## config.mk

```make
export PLATFORM = sky130hd
export DESIGN_NAME = pheiu_irq_unit
export DESIGN_NICKNAME = d
export VERILOG_FILES = /design/src/logic/pheiu_pkg.sv /design/src/logic/pheiu_event_latch.sv /design/src/logic/pheiu_irq_unit.sv
export VERILOG_INCLUDE_DIRS = /design/src /design/src/logic
export SDC_FILE = /design/constraint.sdc
export NUM_CORES = 1
export LEC_CHECK = 0
export BUFFER_PORTS_ARGS = -buffer_cell sky130_fd_sc_hd__clkbuf_2
export CAP_MARGIN = 25
export CELL_PAD_IN_SITES_DETAIL_PLACEMENT = 1
export CELL_PAD_IN_SITES_GLOBAL_PLACEMENT = 1
export CORE_ASPECT_RATIO = 1.2
export CORE_MARGIN = 2
export CORE_UTILIZATION = 33
export CTS_CLUSTER_SIZE = 24
export DETAILED_ROUTE_END_ITERATION = 16
export GPL_ROUTABILITY_DRIVEN = 0
export PLACE_DENSITY_LB_ADDON = 0.25
export SLEW_MARGIN = 25
export SYNTH_ARGS = -nofsm -noshare
export SYNTH_HDL_FRONTEND = slang
export SYNTH_SLANG_ARGS = --single-unit
```

## constraint.sdc

```tcl
create_clock -name sys_clk_i -period 1.8 [get_ports sys_clk_i]
set_input_delay 0.36 -clock sys_clk_i [delete_from_list [all_inputs] [get_ports sys_clk_i]]
set_output_delay 0.36 -clock sys_clk_i [all_outputs]
set_load 0.01 [all_outputs]
```

## src/logic/pheiu_defines.svh

```systemverilog
// Purpose: offsets, field positions, reset values of the event interrupt unit
// Assumes: byte addresses on a 32-bit Wishbone bus, index times four
// Notes:   register indices kept as printed, byte address derived
`ifndef PHEIU_DEFINES_SVH
`define PHEIU_DEFINES_SVH

// ****************************************************************
// register indices and byte addresses
// ****************************************************************
`define PHEIU_IDX_MASK      6'h12
`define PHEIU_IDX_STATUS    6'h13
`define PHEIU_IDX_EVENT_IRQ 6'h1E
`define PHEIU_IDX_EVENT_MSK 6'h1F
`define PHEIU_ADDR_MASK      8'h48
`define PHEIU_ADDR_STATUS    8'h4C
`define PHEIU_ADDR_EVENT_IRQ 8'h78
`define PHEIU_ADDR_EVENT_MSK 8'h7C

// ****************************************************************
// field positions, mask register
// ****************************************************************
`define PHEIU_BIT_NEG_MASK    7
`define PHEIU_BIT_RATE_MASK   6
`define PHEIU_BIT_HF_MASK     5
`define PHEIU_BIT_LINK_MASK   4
`define PHEIU_BIT_GLOBAL_EN   1
`define PHEIU_BIT_TEST_FORCE  0
`define PHEIU_MASK_RW_BITS    16'h01FF

// ****************************************************************
// field positions, status register
// ****************************************************************
`define PHEIU_BIT_NEG_FLAG    7
`define PHEIU_BIT_RATE_FLAG   6
`define PHEIU_BIT_HF_FLAG     5
`define PHEIU_BIT_LINK_FLAG   4
`define PHEIU_BIT_PENDING     2

// ****************************************************************
// reset values
// ****************************************************************
`define PHEIU_MASK_RESET      16'h0000
`define PHEIU_FLAGS_RESET     4'h0
`define PHEIU_NUM_EVENTS      4

`endif

```

## src/logic/pheiu_pkg.sv

```systemverilog
// Purpose: types shared by the event interrupt unit files
// Assumes: four link events in fixed order
// Notes:   event vector order is link, half_full, rate, negotiation
package pheiu_pkg;

    // ****************************************************************
    // event vector, one bit per link event
    // ****************************************************************
    typedef struct packed {
        logic negotiation_done;  // negotiation completed
        logic rate_change;       // speed changed
        logic half_full_change;  // duplex changed
        logic link_change;       // link state changed
    } pheiu_events_t;

    // ****************************************************************
    // control bits of the mask register
    // ****************************************************************
    typedef struct packed {
        pheiu_events_t event_mask;        // per-event masks
        logic          global_irq_enable; // global enable
        logic          test_irq_force;    // force interrupt
    } pheiu_ctrl_t;

    // bus slave state
    typedef enum logic [0:0] {
        PHEIU_IDLE,
        PHEIU_ACK
    } pheiu_bus_state_t;

endpackage : pheiu_pkg

```

## src/logic/pheiu_event_latch.sv

```systemverilog
// Purpose: sticky event flags cleared by a status read
// Assumes: event pulses on sys_clk_i, one cycle each
// Notes:   a set in the clearing cycle wins over the clear
`timescale 1ns/1ps
`include "pheiu_defines.svh"

module pheiu_event_latch #(
    parameter int WIDTH = `PHEIU_NUM_EVENTS  // number of flags
) (
    input  wire logic             sys_clk_i,   // device clock
    input  wire logic             reset_i,     // sync reset, high
    input  wire logic [WIDTH-1:0] set_i,       // event pulses
    input  wire logic             clear_i,     // status read pulse
    output logic      [WIDTH-1:0] flags_o      // latched flags
);

    // ****************************************************************
    // one sticky flag per event
    // ****************************************************************
    genvar g;
    generate
        for (g = 0; g < WIDTH; g++) begin : g_flag
            // set wins over read clear
            always_ff @(posedge sys_clk_i) begin
                if (reset_i) begin
                    flags_o[g] <= 1'b0;
                end else if (set_i[g]) begin
                    flags_o[g] <= 1'b1;
                end else if (clear_i) begin
                    flags_o[g] <= 1'b0;
                end
            end
        end
    endgenerate

endmodule : pheiu_event_latch

```

## src/logic/pheiu_irq_unit.sv

```systemverilog
// Purpose: event interrupt unit of a dual-speed transceiver, Wishbone slave
// Assumes: link state inputs come from outside the clock domain
// Notes:   all registers answer one cycle after the request is seen
//
// Our own choice: register access over Wishbone.
`timescale 1ns/1ps
`include "pheiu_defines.svh"

module pheiu_irq_unit (
    input  wire logic        sys_clk_i,     // device clock, 10 MHz
    input  wire logic        reset_i,       // sync reset, active high
    input  wire logic        wb_cyc_i,      // bus cycle
    input  wire logic        wb_stb_i,      // strobe
    input  wire logic        wb_we_i,       // write enable
    input  wire logic [7:0]  wb_adr_i,      // byte address
    input  wire logic [3:0]  wb_sel_i,      // byte lanes
    input  wire logic [31:0] wb_dat_i,      // write data
    output logic      [31:0] wb_dat_o,      // read data
    output logic             wb_ack_o,      // acknowledge
    output logic             wb_err_o,      // unmapped address
    input  wire logic        neg_done_i,    // negotiation complete level
    input  wire logic        rate_fast_i,   // operating speed level
    input  wire logic        full_duplex_i, // duplex level
    input  wire logic        link_up_i,     // link state level
    output logic             mgmt_irq_o,    // management interrupt, high
    output logic             event_irq_o    // unit event interrupt, high
);

    // ****************************************************************
    // declarations
    // ****************************************************************
    logic [3:0]                 sync1_reg;      // first sync stage
    logic [3:0]                 sync2_reg;      // second sync stage
    logic [3:0]                 prev_reg;       // last seen levels
    logic [1:0]                 prime_cnt_reg;  // edges since reset
    logic                       primed;         // change compare armed
    logic [3:0]                 event_set;      // event pulses
    pheiu_pkg::pheiu_events_t   flags;          // latched flags
    pheiu_pkg::pheiu_ctrl_t     ctrl_reg;       // mask register fields
    logic [15:0]                mask_reg;       // full mask register
    logic                       pending;        // interrupt pending
    pheiu_pkg::pheiu_bus_state_t bus_state_reg; // bus slave state
    logic                       req;            // new request
    logic                       status_read;    // status read pulse
    logic [1:0]                 uevt_reg;       // unit sticky events
    logic [1:0]                 uevt_mask_reg;  // unit event mask
    logic [1:0]                 uevt_set;       // unit event pulses
    logic                       pending_prev_reg; // pending delayed

    // ****************************************************************
    // address decode
    // ****************************************************************
    function automatic logic [2:0] decode(input logic [7:0] adr);
        // one-hot-ish index: 1 mask, 2 status, 3 ev irq, 4 ev mask
        unique case (adr)
            `PHEIU_ADDR_MASK:      decode = 3'h1;
            `PHEIU_ADDR_STATUS:    decode = 3'h2;
            `PHEIU_ADDR_EVENT_IRQ: decode = 3'h3;
            `PHEIU_ADDR_EVENT_MSK: decode = 3'h4;
            default:               decode = 3'h0;
        endcase
    endfunction : decode

    // ****************************************************************
    // input synchronisers
    // ****************************************************************
    // two flops per link level before any logic reads it
    // levels come from another clock; only sync2 reads sync1
    always_ff @(posedge sys_clk_i) begin
        if (reset_i) begin
            sync1_reg <= 4'h0;
            sync2_reg <= 4'h0;
        end else begin
            sync1_reg <= {neg_done_i, rate_fast_i, full_duplex_i,
                          link_up_i};
            sync2_reg <= sync1_reg;
        end
    end

    // ****************************************************************
    // event detection
    // ****************************************************************
    // remember last level for the change compare
    always_ff @(posedge sys_clk_i) begin
        if (reset_i) begin
            prev_reg <= 4'h0;
        end else begin
            prev_reg <= sync2_reg;
        end
    end

    // counts the edges that refill sync1, sync2 and prev;
    // before that the compare sees reset zeros against live
    // levels and would latch a false change per high input
    always_ff @(posedge sys_clk_i) begin
        if (reset_i) begin
            prime_cnt_reg <= 2'h0;
        end else if (prime_cnt_reg != 2'h3) begin
            // saturates: stays armed until the next reset
            prime_cnt_reg <= prime_cnt_reg + 2'h1;
        end
    end

    // armed once both compare inputs hold real samples
    assign primed = (prime_cnt_reg == 2'h3);

    // change events for speed, duplex, link; rising edge for negotiation
    always_comb begin
        event_set[3] = primed & sync2_reg[3] & ~prev_reg[3];
        event_set[2] = primed & (sync2_reg[2] ^ prev_reg[2]);
        event_set[1] = primed & (sync2_reg[1] ^ prev_reg[1]);
        event_set[0] = primed & (sync2_reg[0] ^ prev_reg[0]);
    end

    // ****************************************************************
    // sticky status flags
    // ****************************************************************
    // flags clear on status read only; writes never reach them
    pheiu_event_latch #(
        .WIDTH (`PHEIU_NUM_EVENTS)
    ) u_flags (
        .sys_clk_i (sys_clk_i),
        .reset_i   (reset_i),
        .set_i     (event_set),
        .clear_i   (status_read),
        .flags_o   (flags)
    );

    // ****************************************************************
    // pending logic
    // ****************************************************************
    // masked flags under global enable, or forced by test bit
    // one value feeds the status read and the output flop,
    // so the pending bit and the pin agree on every edge
    always_comb begin
        pending = (ctrl_reg.global_irq_enable
                   & |(flags & ctrl_reg.event_mask))
                  | ctrl_reg.test_irq_force;
    end

    // interrupt output from a flop
    always_ff @(posedge sys_clk_i) begin
        if (reset_i) begin
            mgmt_irq_o <= 1'b0;
        end else begin
            mgmt_irq_o <= pending;
        end
    end

    // ****************************************************************
    // bus slave
    // ****************************************************************
    // taken only while idle, so a master that holds stb
    // through the ack cycle is not answered twice
    assign req         = wb_cyc_i & wb_stb_i
                         & (bus_state_reg == pheiu_pkg::PHEIU_IDLE);
    // clear rides the take edge; an event on it still sets
    assign status_read = req & ~wb_we_i
                         & (decode(wb_adr_i) == 3'h2);

    // one ack per request, dropped in the next cycle
    always_ff @(posedge sys_clk_i) begin
        if (reset_i) begin
            bus_state_reg <= pheiu_pkg::PHEIU_IDLE;
            wb_ack_o      <= 1'b0;
            wb_err_o      <= 1'b0;
        end else begin
            unique case (bus_state_reg)
                pheiu_pkg::PHEIU_IDLE: begin
                    // answer mapped with ack, unmapped with err
                    wb_ack_o <= req & (decode(wb_adr_i) != 3'h0);
                    wb_err_o <= req & (decode(wb_adr_i) == 3'h0);
                    if (req) begin
                        bus_state_reg <= pheiu_pkg::PHEIU_ACK;
                    end
                end
                pheiu_pkg::PHEIU_ACK: begin
                    // ack falls even if stb is still held
                    wb_ack_o      <= 1'b0;
                    wb_err_o      <= 1'b0;
                    bus_state_reg <= pheiu_pkg::PHEIU_IDLE;
                end
            endcase
        end
    end

    // read data registered with the request; reserved bits read zero except mask bits 8, 3 and 2
    // upper half always zero: each register is 16 bits wide
    always_ff @(posedge sys_clk_i) begin
        if (reset_i) begin
            wb_dat_o <= 32'h00000000;
        end else if (req & ~wb_we_i) begin
            unique case (decode(wb_adr_i))
                3'h1:    wb_dat_o <= {16'h0000, mask_reg};
                3'h2:    wb_dat_o <= {16'h0000, 8'h00, flags, 1'b0,
                                      pending, 2'b00};
                3'h3:    wb_dat_o <= {30'h00000000, uevt_reg};
                3'h4:    wb_dat_o <= {30'h00000000, uevt_mask_reg};
                default: wb_dat_o <= 32'h00000000;
            endcase
        end else begin
            wb_dat_o <= 32'h00000000;
        end
    end

    // ****************************************************************
    // mask register
    // ****************************************************************
    // all defined bits reset to zero; reserved bits 8, 3 and 2 stored as written, 15:9 held at zero
    always_ff @(posedge sys_clk_i) begin
        if (reset_i) begin
            mask_reg <= `PHEIU_MASK_RESET;
        end else if (req & wb_we_i & (decode(wb_adr_i) == 3'h1)) begin
            // byte lanes 0 and 1 carry the 16-bit register
            if (wb_sel_i[0]) begin
                mask_reg[7:0] <= wb_dat_i[7:0];
            end
            if (wb_sel_i[1]) begin
                // only bit 8 is stored; bits 15:9 always read zero
                // whatever software puts on the high lane
                mask_reg[15:8] <= wb_dat_i[15:8]
                                  & 8'(`PHEIU_MASK_RW_BITS >> 8);
            end
        end
    end

    // decode the mask register into its fields
    always_comb begin
        ctrl_reg.event_mask.negotiation_done =
            mask_reg[`PHEIU_BIT_NEG_MASK];
        ctrl_reg.event_mask.rate_change =
            mask_reg[`PHEIU_BIT_RATE_MASK];
        ctrl_reg.event_mask.half_full_change =
            mask_reg[`PHEIU_BIT_HF_MASK];
        ctrl_reg.event_mask.link_change =
            mask_reg[`PHEIU_BIT_LINK_MASK];
        ctrl_reg.global_irq_enable = mask_reg[`PHEIU_BIT_GLOBAL_EN];
        ctrl_reg.test_irq_force    = mask_reg[`PHEIU_BIT_TEST_FORCE];
    end

    // ****************************************************************
    // unit event interrupt
    // ****************************************************************
    // events: bit0 pending rose, bit1 any flag event
    // a forced interrupt also counts as a pending rise
    always_comb begin
        uevt_set[0] = pending & ~pending_prev_reg;
        uevt_set[1] = |event_set;
    end

    always_ff @(posedge sys_clk_i) begin
        if (reset_i) begin
            pending_prev_reg <= 1'b0;
        end else begin
            pending_prev_reg <= pending;
        end
    end

    // sticky bits, read clears, set wins
    always_ff @(posedge sys_clk_i) begin
        if (reset_i) begin
            uevt_reg <= 2'b00;
        end else if (req & ~wb_we_i & (decode(wb_adr_i) == 3'h3)) begin
            uevt_reg <= uevt_set;
        end else begin
            uevt_reg <= uevt_reg | uevt_set;
        end
    end

    // mask of same layout
    // only lane 0 carries the two mask bits
    always_ff @(posedge sys_clk_i) begin
        if (reset_i) begin
            uevt_mask_reg <= 2'b00;
        end else if (req & wb_we_i & wb_sel_i[0]
                     & (decode(wb_adr_i) == 3'h4)) begin
            uevt_mask_reg <= wb_dat_i[1:0];
        end
    end

    // level output from a flop
    always_ff @(posedge sys_clk_i) begin
        if (reset_i) begin
            event_irq_o <= 1'b0;
        end else begin
            event_irq_o <= |(uevt_reg & uevt_mask_reg);
        end
    end

endmodule : pheiu_irq_unit

```

# Word-level counts from Yosys, hierarchy flattened
# Cells that the tools add are included.
word_totals:
  register_bits: 68
  out_inout_bits: 36
classes:
  addsub: 1
  n_eq_ne: 14
  muxes: 17
  bitwise: 30
  n_reduce_logical: 12
op_table:
  columns: ["cell", "n"]
  rows:
  - ["$pmux W9 S4", 1]
  - ["$eq A8 B7 Y1 const B", 4]
  - ["$and A1 B1 Y1", 18]
  - ["$mux W3", 5]
  - ["$eq A3 B2 Y1 const B", 4]
  - ["$pmux W3 S4", 1]
  - ["$reduce_bool A2 Y1", 4]
  - ["$reduce_or A4 Y1", 2]
  - ["$eq A3 B1 Y1 const B", 2]
  - ["$eq A3 B3 Y1 const B", 2]
  - ["$mux W1", 6]
  - ["$pmux W1 S2", 3]
  - ["$not A1 Y1", 5]
  - ["$and A4 B4 Y4", 1]
  - ["$reduce_and A2 Y1", 2]
  - ["$reduce_or A2 Y1", 2]
  - ["$logic_not A3 Y1", 1]
  - ["$reduce_bool A3 Y1", 1]
  - ["$xor A1 B1 Y1", 3]
  - ["$add A2 B1 Y2 const B", 1]
  - ["$and A2 B2 Y2", 1]
  - ["$eq A2 B2 Y1 const B", 1]
  - ["$mux W2", 1]
  - ["$ne A2 B2 Y1 const B", 1]
  - ["other kinds (2)", 2]

# Logic depth before layout (Yosys ltp)
# Gate-level depths: netlist (run 1).
depth:
  word_depth: 7
  depth_mapped: 5

# Cells and area by module
# A second synthesis (run 1) with hierarchy kept.
hier_totals:
  hier_cells: 203
  area_unflattened_um2: 1879.3
modules_own_cells:
  columns: ["module", "instances", "cells_per_inst", "area_per_inst_um2", "seq_area_each_um2"]
  rows:
  - ["pheiu_irq_unit", 1, 187, 1739.2, 820.8]
  - ["pheiu_event_latch", 1, 16, 140.1, 80.1]

# Least setup slack after synthesis (run 1)
# No wires, ideal clock.
synth_path:
  path_kind: "in2reg"
  from: "input port wb_adr_i[7]"
  to: "register mask_reg[0]"
  setup_ns: 0.072
  arrival_time_ns: 1.484
  required_time_ns: 1.728
  path_slack_ns: 0.245
  cell_stages: 5
  cell_sequence: "or4_1 -> nor2_1 -> and4_1 -> buf_6 -> mux2i_1"
synth_between:
  elab_chain_cells: 6
  elab_cells_between_ends: 9
  cone_classes: "5 x eq/ne; 2 x mux; 1 x bitwise; 1 x reduce/logical"
synth_rtl:
  columns: ["element", "line", "rtl"]
  rows:
  - ["start, declared", "pheiu_irq_unit.sv:15", "input wire logic [7:0] wb_adr_i,"]
  - ["$eq A8 B7 Y1", "pheiu_irq_unit.sv:55", "unique case (adr)"]
  - ["$pmux W3 S4 (*)", "pheiu_irq_unit.sv:55", null]
  - ["$mux W3 (*)", "pheiu_irq_unit.sv:211", "if (reset_i) begin"]
  - ["$eq A3 B1 Y1 (*)", "pheiu_irq_unit.sv:213", "end else if (req & wb_we_i & (decode(wb_adr_i) == 3'h1)) begin"]
  - ["$and A1 B1 Y1 (*)", "pheiu_irq_unit.sv:213", null]
  - ["$reduce_and A2 Y1 (no source line) (*)", null, null]
  - ["end signal, assigned", "pheiu_irq_unit.sv:212", "mask_reg <= `PHEIU_MASK_RESET;"]
  - ["end signal, assigned", "pheiu_irq_unit.sv:216", "mask_reg[7:0] <= wb_dat_i[7:0];"]
  - ["end, declared", "pheiu_irq_unit.sv:40", "logic [15:0] mask_reg;"]
# Mark *: on every way between the ends. The rest lies on a longest branch, timed or not. The select of a mux whose other input is x is not followed.
# A chain may end at the register's enable or synchronous reset.

# Final worst setup path (run 1)
layout_path:
  from: "register bus_state_reg"
  to: "register wb_dat_o[2]"
layout_between:
  elab_chain_cells: 5
layout_rtl:
  columns: ["element", "line", "rtl"]
  rows:
  - ["start, declared", "pheiu_irq_unit.sv:42", "pheiu_pkg::pheiu_bus_state_t bus_state_reg;"]
  - ["start signal, assigned", "pheiu_irq_unit.sv:164", "bus_state_reg <= pheiu_pkg::PHEIU_IDLE;"]
  - ["start signal, assigned", "pheiu_irq_unit.sv:174", "bus_state_reg <= pheiu_pkg::PHEIU_ACK;"]
  - ["start signal, assigned", "pheiu_irq_unit.sv:181", "bus_state_reg <= pheiu_pkg::PHEIU_IDLE;"]
  - ["$not A1 Y1", null, null]
  - ["$and A1 B1 Y1", "pheiu_irq_unit.sv:156", "& (bus_state_reg == pheiu_pkg::PHEIU_IDLE);"]
  - ["$and A1 B1 Y1", "pheiu_irq_unit.sv:192", "end else if (req & ~wb_we_i) begin"]
  - ["$not A1 Y1 (no source line)", null, null]
  - ["$reduce_or A2 Y1 (no source line)", null, null]
  - ["end signal, assigned", "pheiu_irq_unit.sv:194", "3'h1: wb_dat_o <= {16'h0000, mask_reg};"]
  - ["end signal, assigned", "pheiu_irq_unit.sv:195", "3'h2: wb_dat_o <= {16'h0000, 8'h00, flags, 1'b0,"]
  - ["end signal, assigned", "pheiu_irq_unit.sv:197", "3'h3: wb_dat_o <= {30'h00000000, uevt_reg};"]
  - ["end, declared", "pheiu_irq_unit.sv:18", "output logic [31:0] wb_dat_o,"]
# No other way between the ends.

==> flow_summary.yaml, run 1 <==
outcome:
  outcome: "completed"
floorplan:
  core-area_um2: 5370
  floorplan.rows: 29
  initial_core_util_pct: 34.51
  die_h_um: 86.09
  dieArea_um2: 6233
  ios: 89
  die_x_um: 72.41
clocking:
  cts_resized: 0
  cts_tree: "built"
  ctsHoldBuffers: 0
  clkSinkCount: 45
  cts_max_path_buffers: 2
  post-cts-setup-buffers: 0
  clk_latency_ns: 0.30
  cts_root_buffer: "clkbuf_8"
  clk_pin_slew_ns: 0.09
  cts_buffers: 5
  htreeDepth: 2
worst_setup_path:
  critPathKind: "reg2reg"
  ff2ff_path_depth: 4
  end_kind: "flip-flop"
  r2r_end: "wb_dat_o[2]"
  reg2reg_from: "bus_state_reg"
  regToRegSetupSlack_ns: 0.32
  worstPathArrival_ns: 1.71
  cp-start-kind: "flip-flop"
  crit_fanout: 7
  critPathRequiredTime_ns: 2.02
drt:
  routed_wl_mm: 3.588
  avgViaCountPerCell: 4.532
  initialDrtViolationCount: 32
  avgRoutedWirePerCell_um: 11.92
  num_vias: 1364
  ant_nets: 0
  first_pass_iters: 4
  drc: 0
logic_synthesis:
  yosys_register_bits: 45
  synth_cell_types: 35
  syn_inst: 189
  syn_area_um2: 1853
  ys_warn_count: 0
  avgSynthCellArea_um2: 9.804
  ys_seq_area_share_pct: 48.62
timing:
  setup_viol: 0
  fmax_mhz: 674.0
  skew_ns: 0.003881
  rsz0062_at_grt: "false"
  slew_violations: 0
  hold_viol_final: 0
  fin_crit_sh_pct: 82.43
  fin_crit_ns: 1.484
  fin_tns_setup_ns: 0
hold_path:
  min_path_type: "in2reg"
  holdPathEnd: "sync1_reg[3]"
  worstHoldPathCells: 2
  hold_start: "neg_done_i"
final_layout:
  drive_gt1_share_pct: 26.78
  syn_to_final_growth_pct: 17.49
  mostFrequentLayoutCells: "dfxtp_1 (45), clkbuf_2 (40), nand2_1 (27), conb_1 (23), nor2_1 (15)"
  final_common_cell: "dfxtp_1"
  num_antenna_cells: 0
  fin_nets: 292
pwr:
  power-per-cell-area_nw_per_um2: 830.1
  ir_worst_vdd_uv: 384.4
  power_uw: 1807
  p_leak_uw: 0.0009216
place:
  dp_hpwl_mm: 2.758
  io_buffer_count: 40
grt:
  overflow: 0
  grt_use_met3_pct: 3.525
  grtUsageTotal_pct: 12.83
  grt_max_degree: 21
  top_usage_layer: "met2"
  grt_pass1_vias: 1342
  use_met2_pct: 21.85
  grt_pass1_wl_mm: 6.175
  gr-usage-met1_pct: 14.95
  antenna_found_initial: 0
run:
  maxCapViolations: 0
## per-stage QoR
step | setup slack (ns) | util (%) | cell area, um2 | std cells | hold slack, ns
finish | 0.3163 | 40.54 | 2177 | 301 | 0.2639
global route | 0.1048 | 40.54 | 2177 | 301 | 0.2606
floorplan | 0.2447 | - | 1936 | 211 | 0.4138
detailed placement | 0.0009395 | 38.86 | 2087 | 293 | 0.4274
global placement | 0.04382 | 38.86 | 2087 | 293 | 0.4164
CTS | 0.2857 | 40.54 | 2177 | 301 | 0.2517
## Yosys cell counts
| cell type | count | share of area, % |
|---|---|---|
| nor3_2 | 3 | 1.6 |
| nor2b_1 | 12 | 4.1 |
| ha_1 | 1 | 0.68 |
| a21boi_0 | 1 | 0.41 |
| and3_1 | 2 | 0.68 |
| a22oi_1 | 9 | 3.6 |
| xor2_1 | 2 | 0.95 |
| o2bb2ai_1 | 4 | 1.9 |
| nand3b_1 | 1 | 0.41 |
| mux2_2 | 2 | 1.2 |
| a2bb2o_1 | 1 | 0.54 |
| xnor2_1 | 3 | 1.4 |
| a31oi_1 | 1 | 0.34 |
| buf_6 | 1 | 0.61 |
| conb_1 | 1 | 0.20 |
| a32o_1 | 1 | 0.54 |
| or4_1 | 1 | 0.41 |
| nand4_1 | 2 | 0.68 |
| nor4b_4 | 1 | 1.3 |
| nand4bb_1 | 1 | 0.61 |
| and4_1 | 1 | 0.47 |
| and2_1 | 1 | 0.34 |
| nor2_1 | 15 | 3.0 |
| nand2b_1 | 1 | 0.34 |
| buf_4 | 23 | 9.3 |
| nand2_1 | 27 | 5.5 |
| or2_2 | 1 | 0.34 |
| nor3_1 | 3 | 0.81 |
| dfxtp_1 | 45 | 49 |
| a21oi_1 | 2 | 0.54 |
| o21ai_0 | 1 | 0.27 |
| clkbuf_1 | 4 | 0.81 |
| inv_1 | 2 | 0.41 |
| or3_4 | 1 | 0.61 |
| mux2i_1 | 12 | 6.5 |
## critical path: stages (launching register included)
cell and delay, ns:
dfxtp_1 0.31, nand3b_1 0.28, nor3_1 0.37, nand2_1 0.26, a21oi_1 0.19
## layer usage
layer | wire length [um] | part of all wire (%) | vias up
met4 | 67 | 1.9 | 0
met2 | 1808 | 50 | 37
met1 | 1529 | 43 | 632
li1 | - | - | 688
met3 | 183 | 5.1 | 7
met5 | 0 | 0 | -
## report_power, final
group	internal [uW]	total (uW)	switching, uW
combinational	64.1	154	90.3
clock	275	619	343
sequential	1020	1030	12.9
total	1360	1810	447
## final cells by class
cell class              count  area (um2)
repair buffers             48       272.8
fillers                   650        3193
well taps                  62       77.57
clock buffers               5       68.82
clock inverters             3       21.27
multi-input cells         136       828.3
flip-flops and latches     45       900.9
inverters                   2       7.507
## worst max-delay path by stage
| stage | startpoint | to | slack (ns) | depth (start not counted) |
|---|---|---|---|---|
| after floorplan | wb_adr_i[7] | mask_reg[0] | 0.24 | 5 |
| after global placement | wb_adr_i[7] | mask_reg[3] | 0.04 | 6 |
| after detailed placement | wb_adr_i[7] | mask_reg[4] | 0.0009 | 6 |
| after CTS | bus_state_reg | wb_dat_o[2] | 0.29 | 4 |
| after global routing | bus_state_reg | wb_dat_o[2] | 0.10 | 4 |
| final | bus_state_reg | wb_dat_o[2] | 0.32 | 4 |
## kinds of logic (layout without fill, tap and decap cells)
group / after synthesis / count (layout) / synth area share [%]
AOI/OAI and AO/OA: 20 / 20 / 8.170
xor gates and xnor gates: 5 / 5 / 2.364
adders and majority gates: 1 / 1 / 0.6751
buffers and inverters: 30 / 58 / 11.14
DFF: 45 / 45 / 48.62
muxes: 14 / 14 / 7.698
other: 1 / 23 / 0.2024
and+or+nand+nor: 73 / 73 / 21.13
Power figures use the tool's default switching activity.
==> inputs of run 2 (changes only) <==
CORE_UTILIZATION = 30   (was 33)
clock period = 1.25 ns   (was 1.8 ns; I/O delays follow)
==> flow_summary.yaml, run 2 (same netlist as run 1, synthesis figures left out) <==
outcome:
  outcome: "finished with violations"
  violations: "negative setup slack"
hold_path:
  hold_start: "rate_fast_i"
  holdPathEnd: "sync1_reg[2]"
  worstHoldPathCells: 2
  min_path_type: "in2reg"
worst_setup_path:
  crit_fanout: 8
  worstPathArrival_ns: 1.57
  critPathRequiredTime_ns: 1.48
  end_kind: "flip-flop"
  ff2ff_path_depth: 4
  r2r_end: "uevt_mask_reg[0]"
  reg2reg_from: "bus_state_reg"
  cp-start-kind: "input pin"
  critPathKind: "in2reg"
  regToRegSetupSlack_ns: -0.02
floorplan:
  floorplan.rows: 31
  initial_core_util_pct: 30.82
  die_h_um: 90.10
  core-area_um2: 6012
  die_x_um: 75.75
  ios: 89
  dieArea_um2: 6824
final_layout:
  fin_nets: 305
  mostFrequentLayoutCells: "dfxtp_1 (44), clkbuf_2 (39), nand2_1 (26), conb_1 (23), buf_4 (18)"
  fillCellCount: 725
  stdcell_count: 334
  syn_to_final_growth_pct: 29.44
  final_common_cell: "dfxtp_1"
  postLayoutCoreUtil_pct: 39.90
  drive_gt1_share_pct: 36.11
  fin_area_um2: 2399
  num_antenna_cells: 0
timing:
  hold_viol_final: 0
  fin_crit_sh_pct: 107.5
  fmax_mhz: 744.5
  slew_violations: 0
  skew_ns: 0.006325
  rsz0062_at_grt: "true"
  fin_crit_ns: 1.343
  hold_slack_ns: 0.1521
  finalWorstSetupSlack_ns: -0.09318
  setup_viol: 10
drt:
  avgRoutedWirePerCell_um: 11.46
  initialDrtViolationCount: 33
  first_pass_iters: 4
  ant_nets: 0
  routed_wl_mm: 3.828
  avgViaCountPerCell: 4.243
  num_vias: 1417
  drc: 0
clocking:
  clk_latency_ns: 0.30
  htreeDepth: 2
  clkSinkCount: 45
  cts_max_path_buffers: 2
  cts_buffers: 5
  clk_pin_slew_ns: 0.09
  cts_root_buffer: "clkbuf_8"
  cts_tree: "built"
  ctsHoldBuffers: 0
place:
  dp_hpwl_mm: 2.948
  io_buffer_count: 40
  place_area_um2: 2197
  dp_cells: 322
grt:
  grt_max_degree: 22
  overflow: 0
  antenna_found_initial: 0
  grt_pass1_vias: 1395
  grt_pass1_wl_mm: 6.258
  grtUsageTotal_pct: 11.93
pwr:
  seqPwrFrac_pct: 55.4
  swShare_pct: 25.62
  power-per-cell-area_nw_per_um2: 1121
  power_uw: 2690
  clkPwrFrac_pct: 34.5
  p_leak_uw: 0.001025
  ir_worst_vdd_uv: 410.5
  combPwrFrac_pct: 10.1
  p_int_uw: 2001
  net-switching-power_uw: 689.1
run:
  maxCapViolations: 0
[run 2: changes by cell type in the layout (fill, tap and decap cells not counted), sizes merged]
cell    previous run  this run
buf                8        22
clkbuf            45        44
[run 2: how the worst max path moves through the flow]
| stage | start | end | cells after the start |
|---|---|---|---|
| final | wb_adr_i[7] | mask_reg[3] | 6 |
| after global routing | wb_adr_i[7] | mask_reg[5] | 6 |
| after CTS | wb_adr_i[0] | mask_reg[3] | 6 |
| after detailed placement | wb_adr_i[7] | mask_reg[3] | 6 |
| after global placement | wb_adr_i[7] | mask_reg[4] | 6 |
| after floorplan | wb_adr_i[7] | mask_reg[0] | 5 |
[run 2: stage by stage]
| stage | setup slack [ns] | TNS (ns) |
|---|---|---|
| after global placement | -0.3664 | -6.545 |
| final | -0.09318 | -0.5726 |
| after floorplan | -0.1934 | -2.323 |
| after CTS | -0.09732 | -0.6762 |
| after detailed placement | -0.4289 | -6.769 |
| after global routing | -0.1046 | -1.111 |
[run 2: power by group through the flow]
stage / Sequential [uW] / Clock, uW / Combinational, uW
final: 1490 / 927 / 273
after global routing: 1490 / 1040 / 308
after CTS: 1490 / 981 / 265
after detailed placement: 1520 / 0 / 254
after global placement: 1520 / 0 / 248
after floorplan: 1520 / 0 / 196
[run 2: layout make-up]
cell class / instances / area [um2] / area share (%)
flip-flops and latches: 45 / 902.1 / 37.61
multi-input cells: 136 / 899.6 / 37.51
repair buffers: 61 / 392.9 / 16.38
well taps: 82 / 102.6 / 4.278
clock buffers: 5 / 68.82 / 2.869
clock inverters: 3 / 25.02 / 1.043
inverters: 2 / 7.507 / 0.3130
[run 2: worst max-delay path, stage by stage]
cell     delay (ns)
buf_6          0.09
or4_4          0.54
nor2_4         0.12
and4_4         0.23
buf_12         0.14
mux2i_2        0.20
[run 2: per-layer routing]
metal  up-vias  share of wire, %  GRT usage (%)
met2        38                49          19.47
met5         -                 0              0
met4         0               2.0          5.263
li1        718                 -              -
met1       655                44          14.10
met3         6               4.5          3.363
[run 2: timing repair]
item	CTS	global route
buffers inserted	3	1
cloned	0	0
resized for setup	3	17
endpoints found under the hold margin	0	0
setup endpoints to repair	17	21
pin swaps	5	8
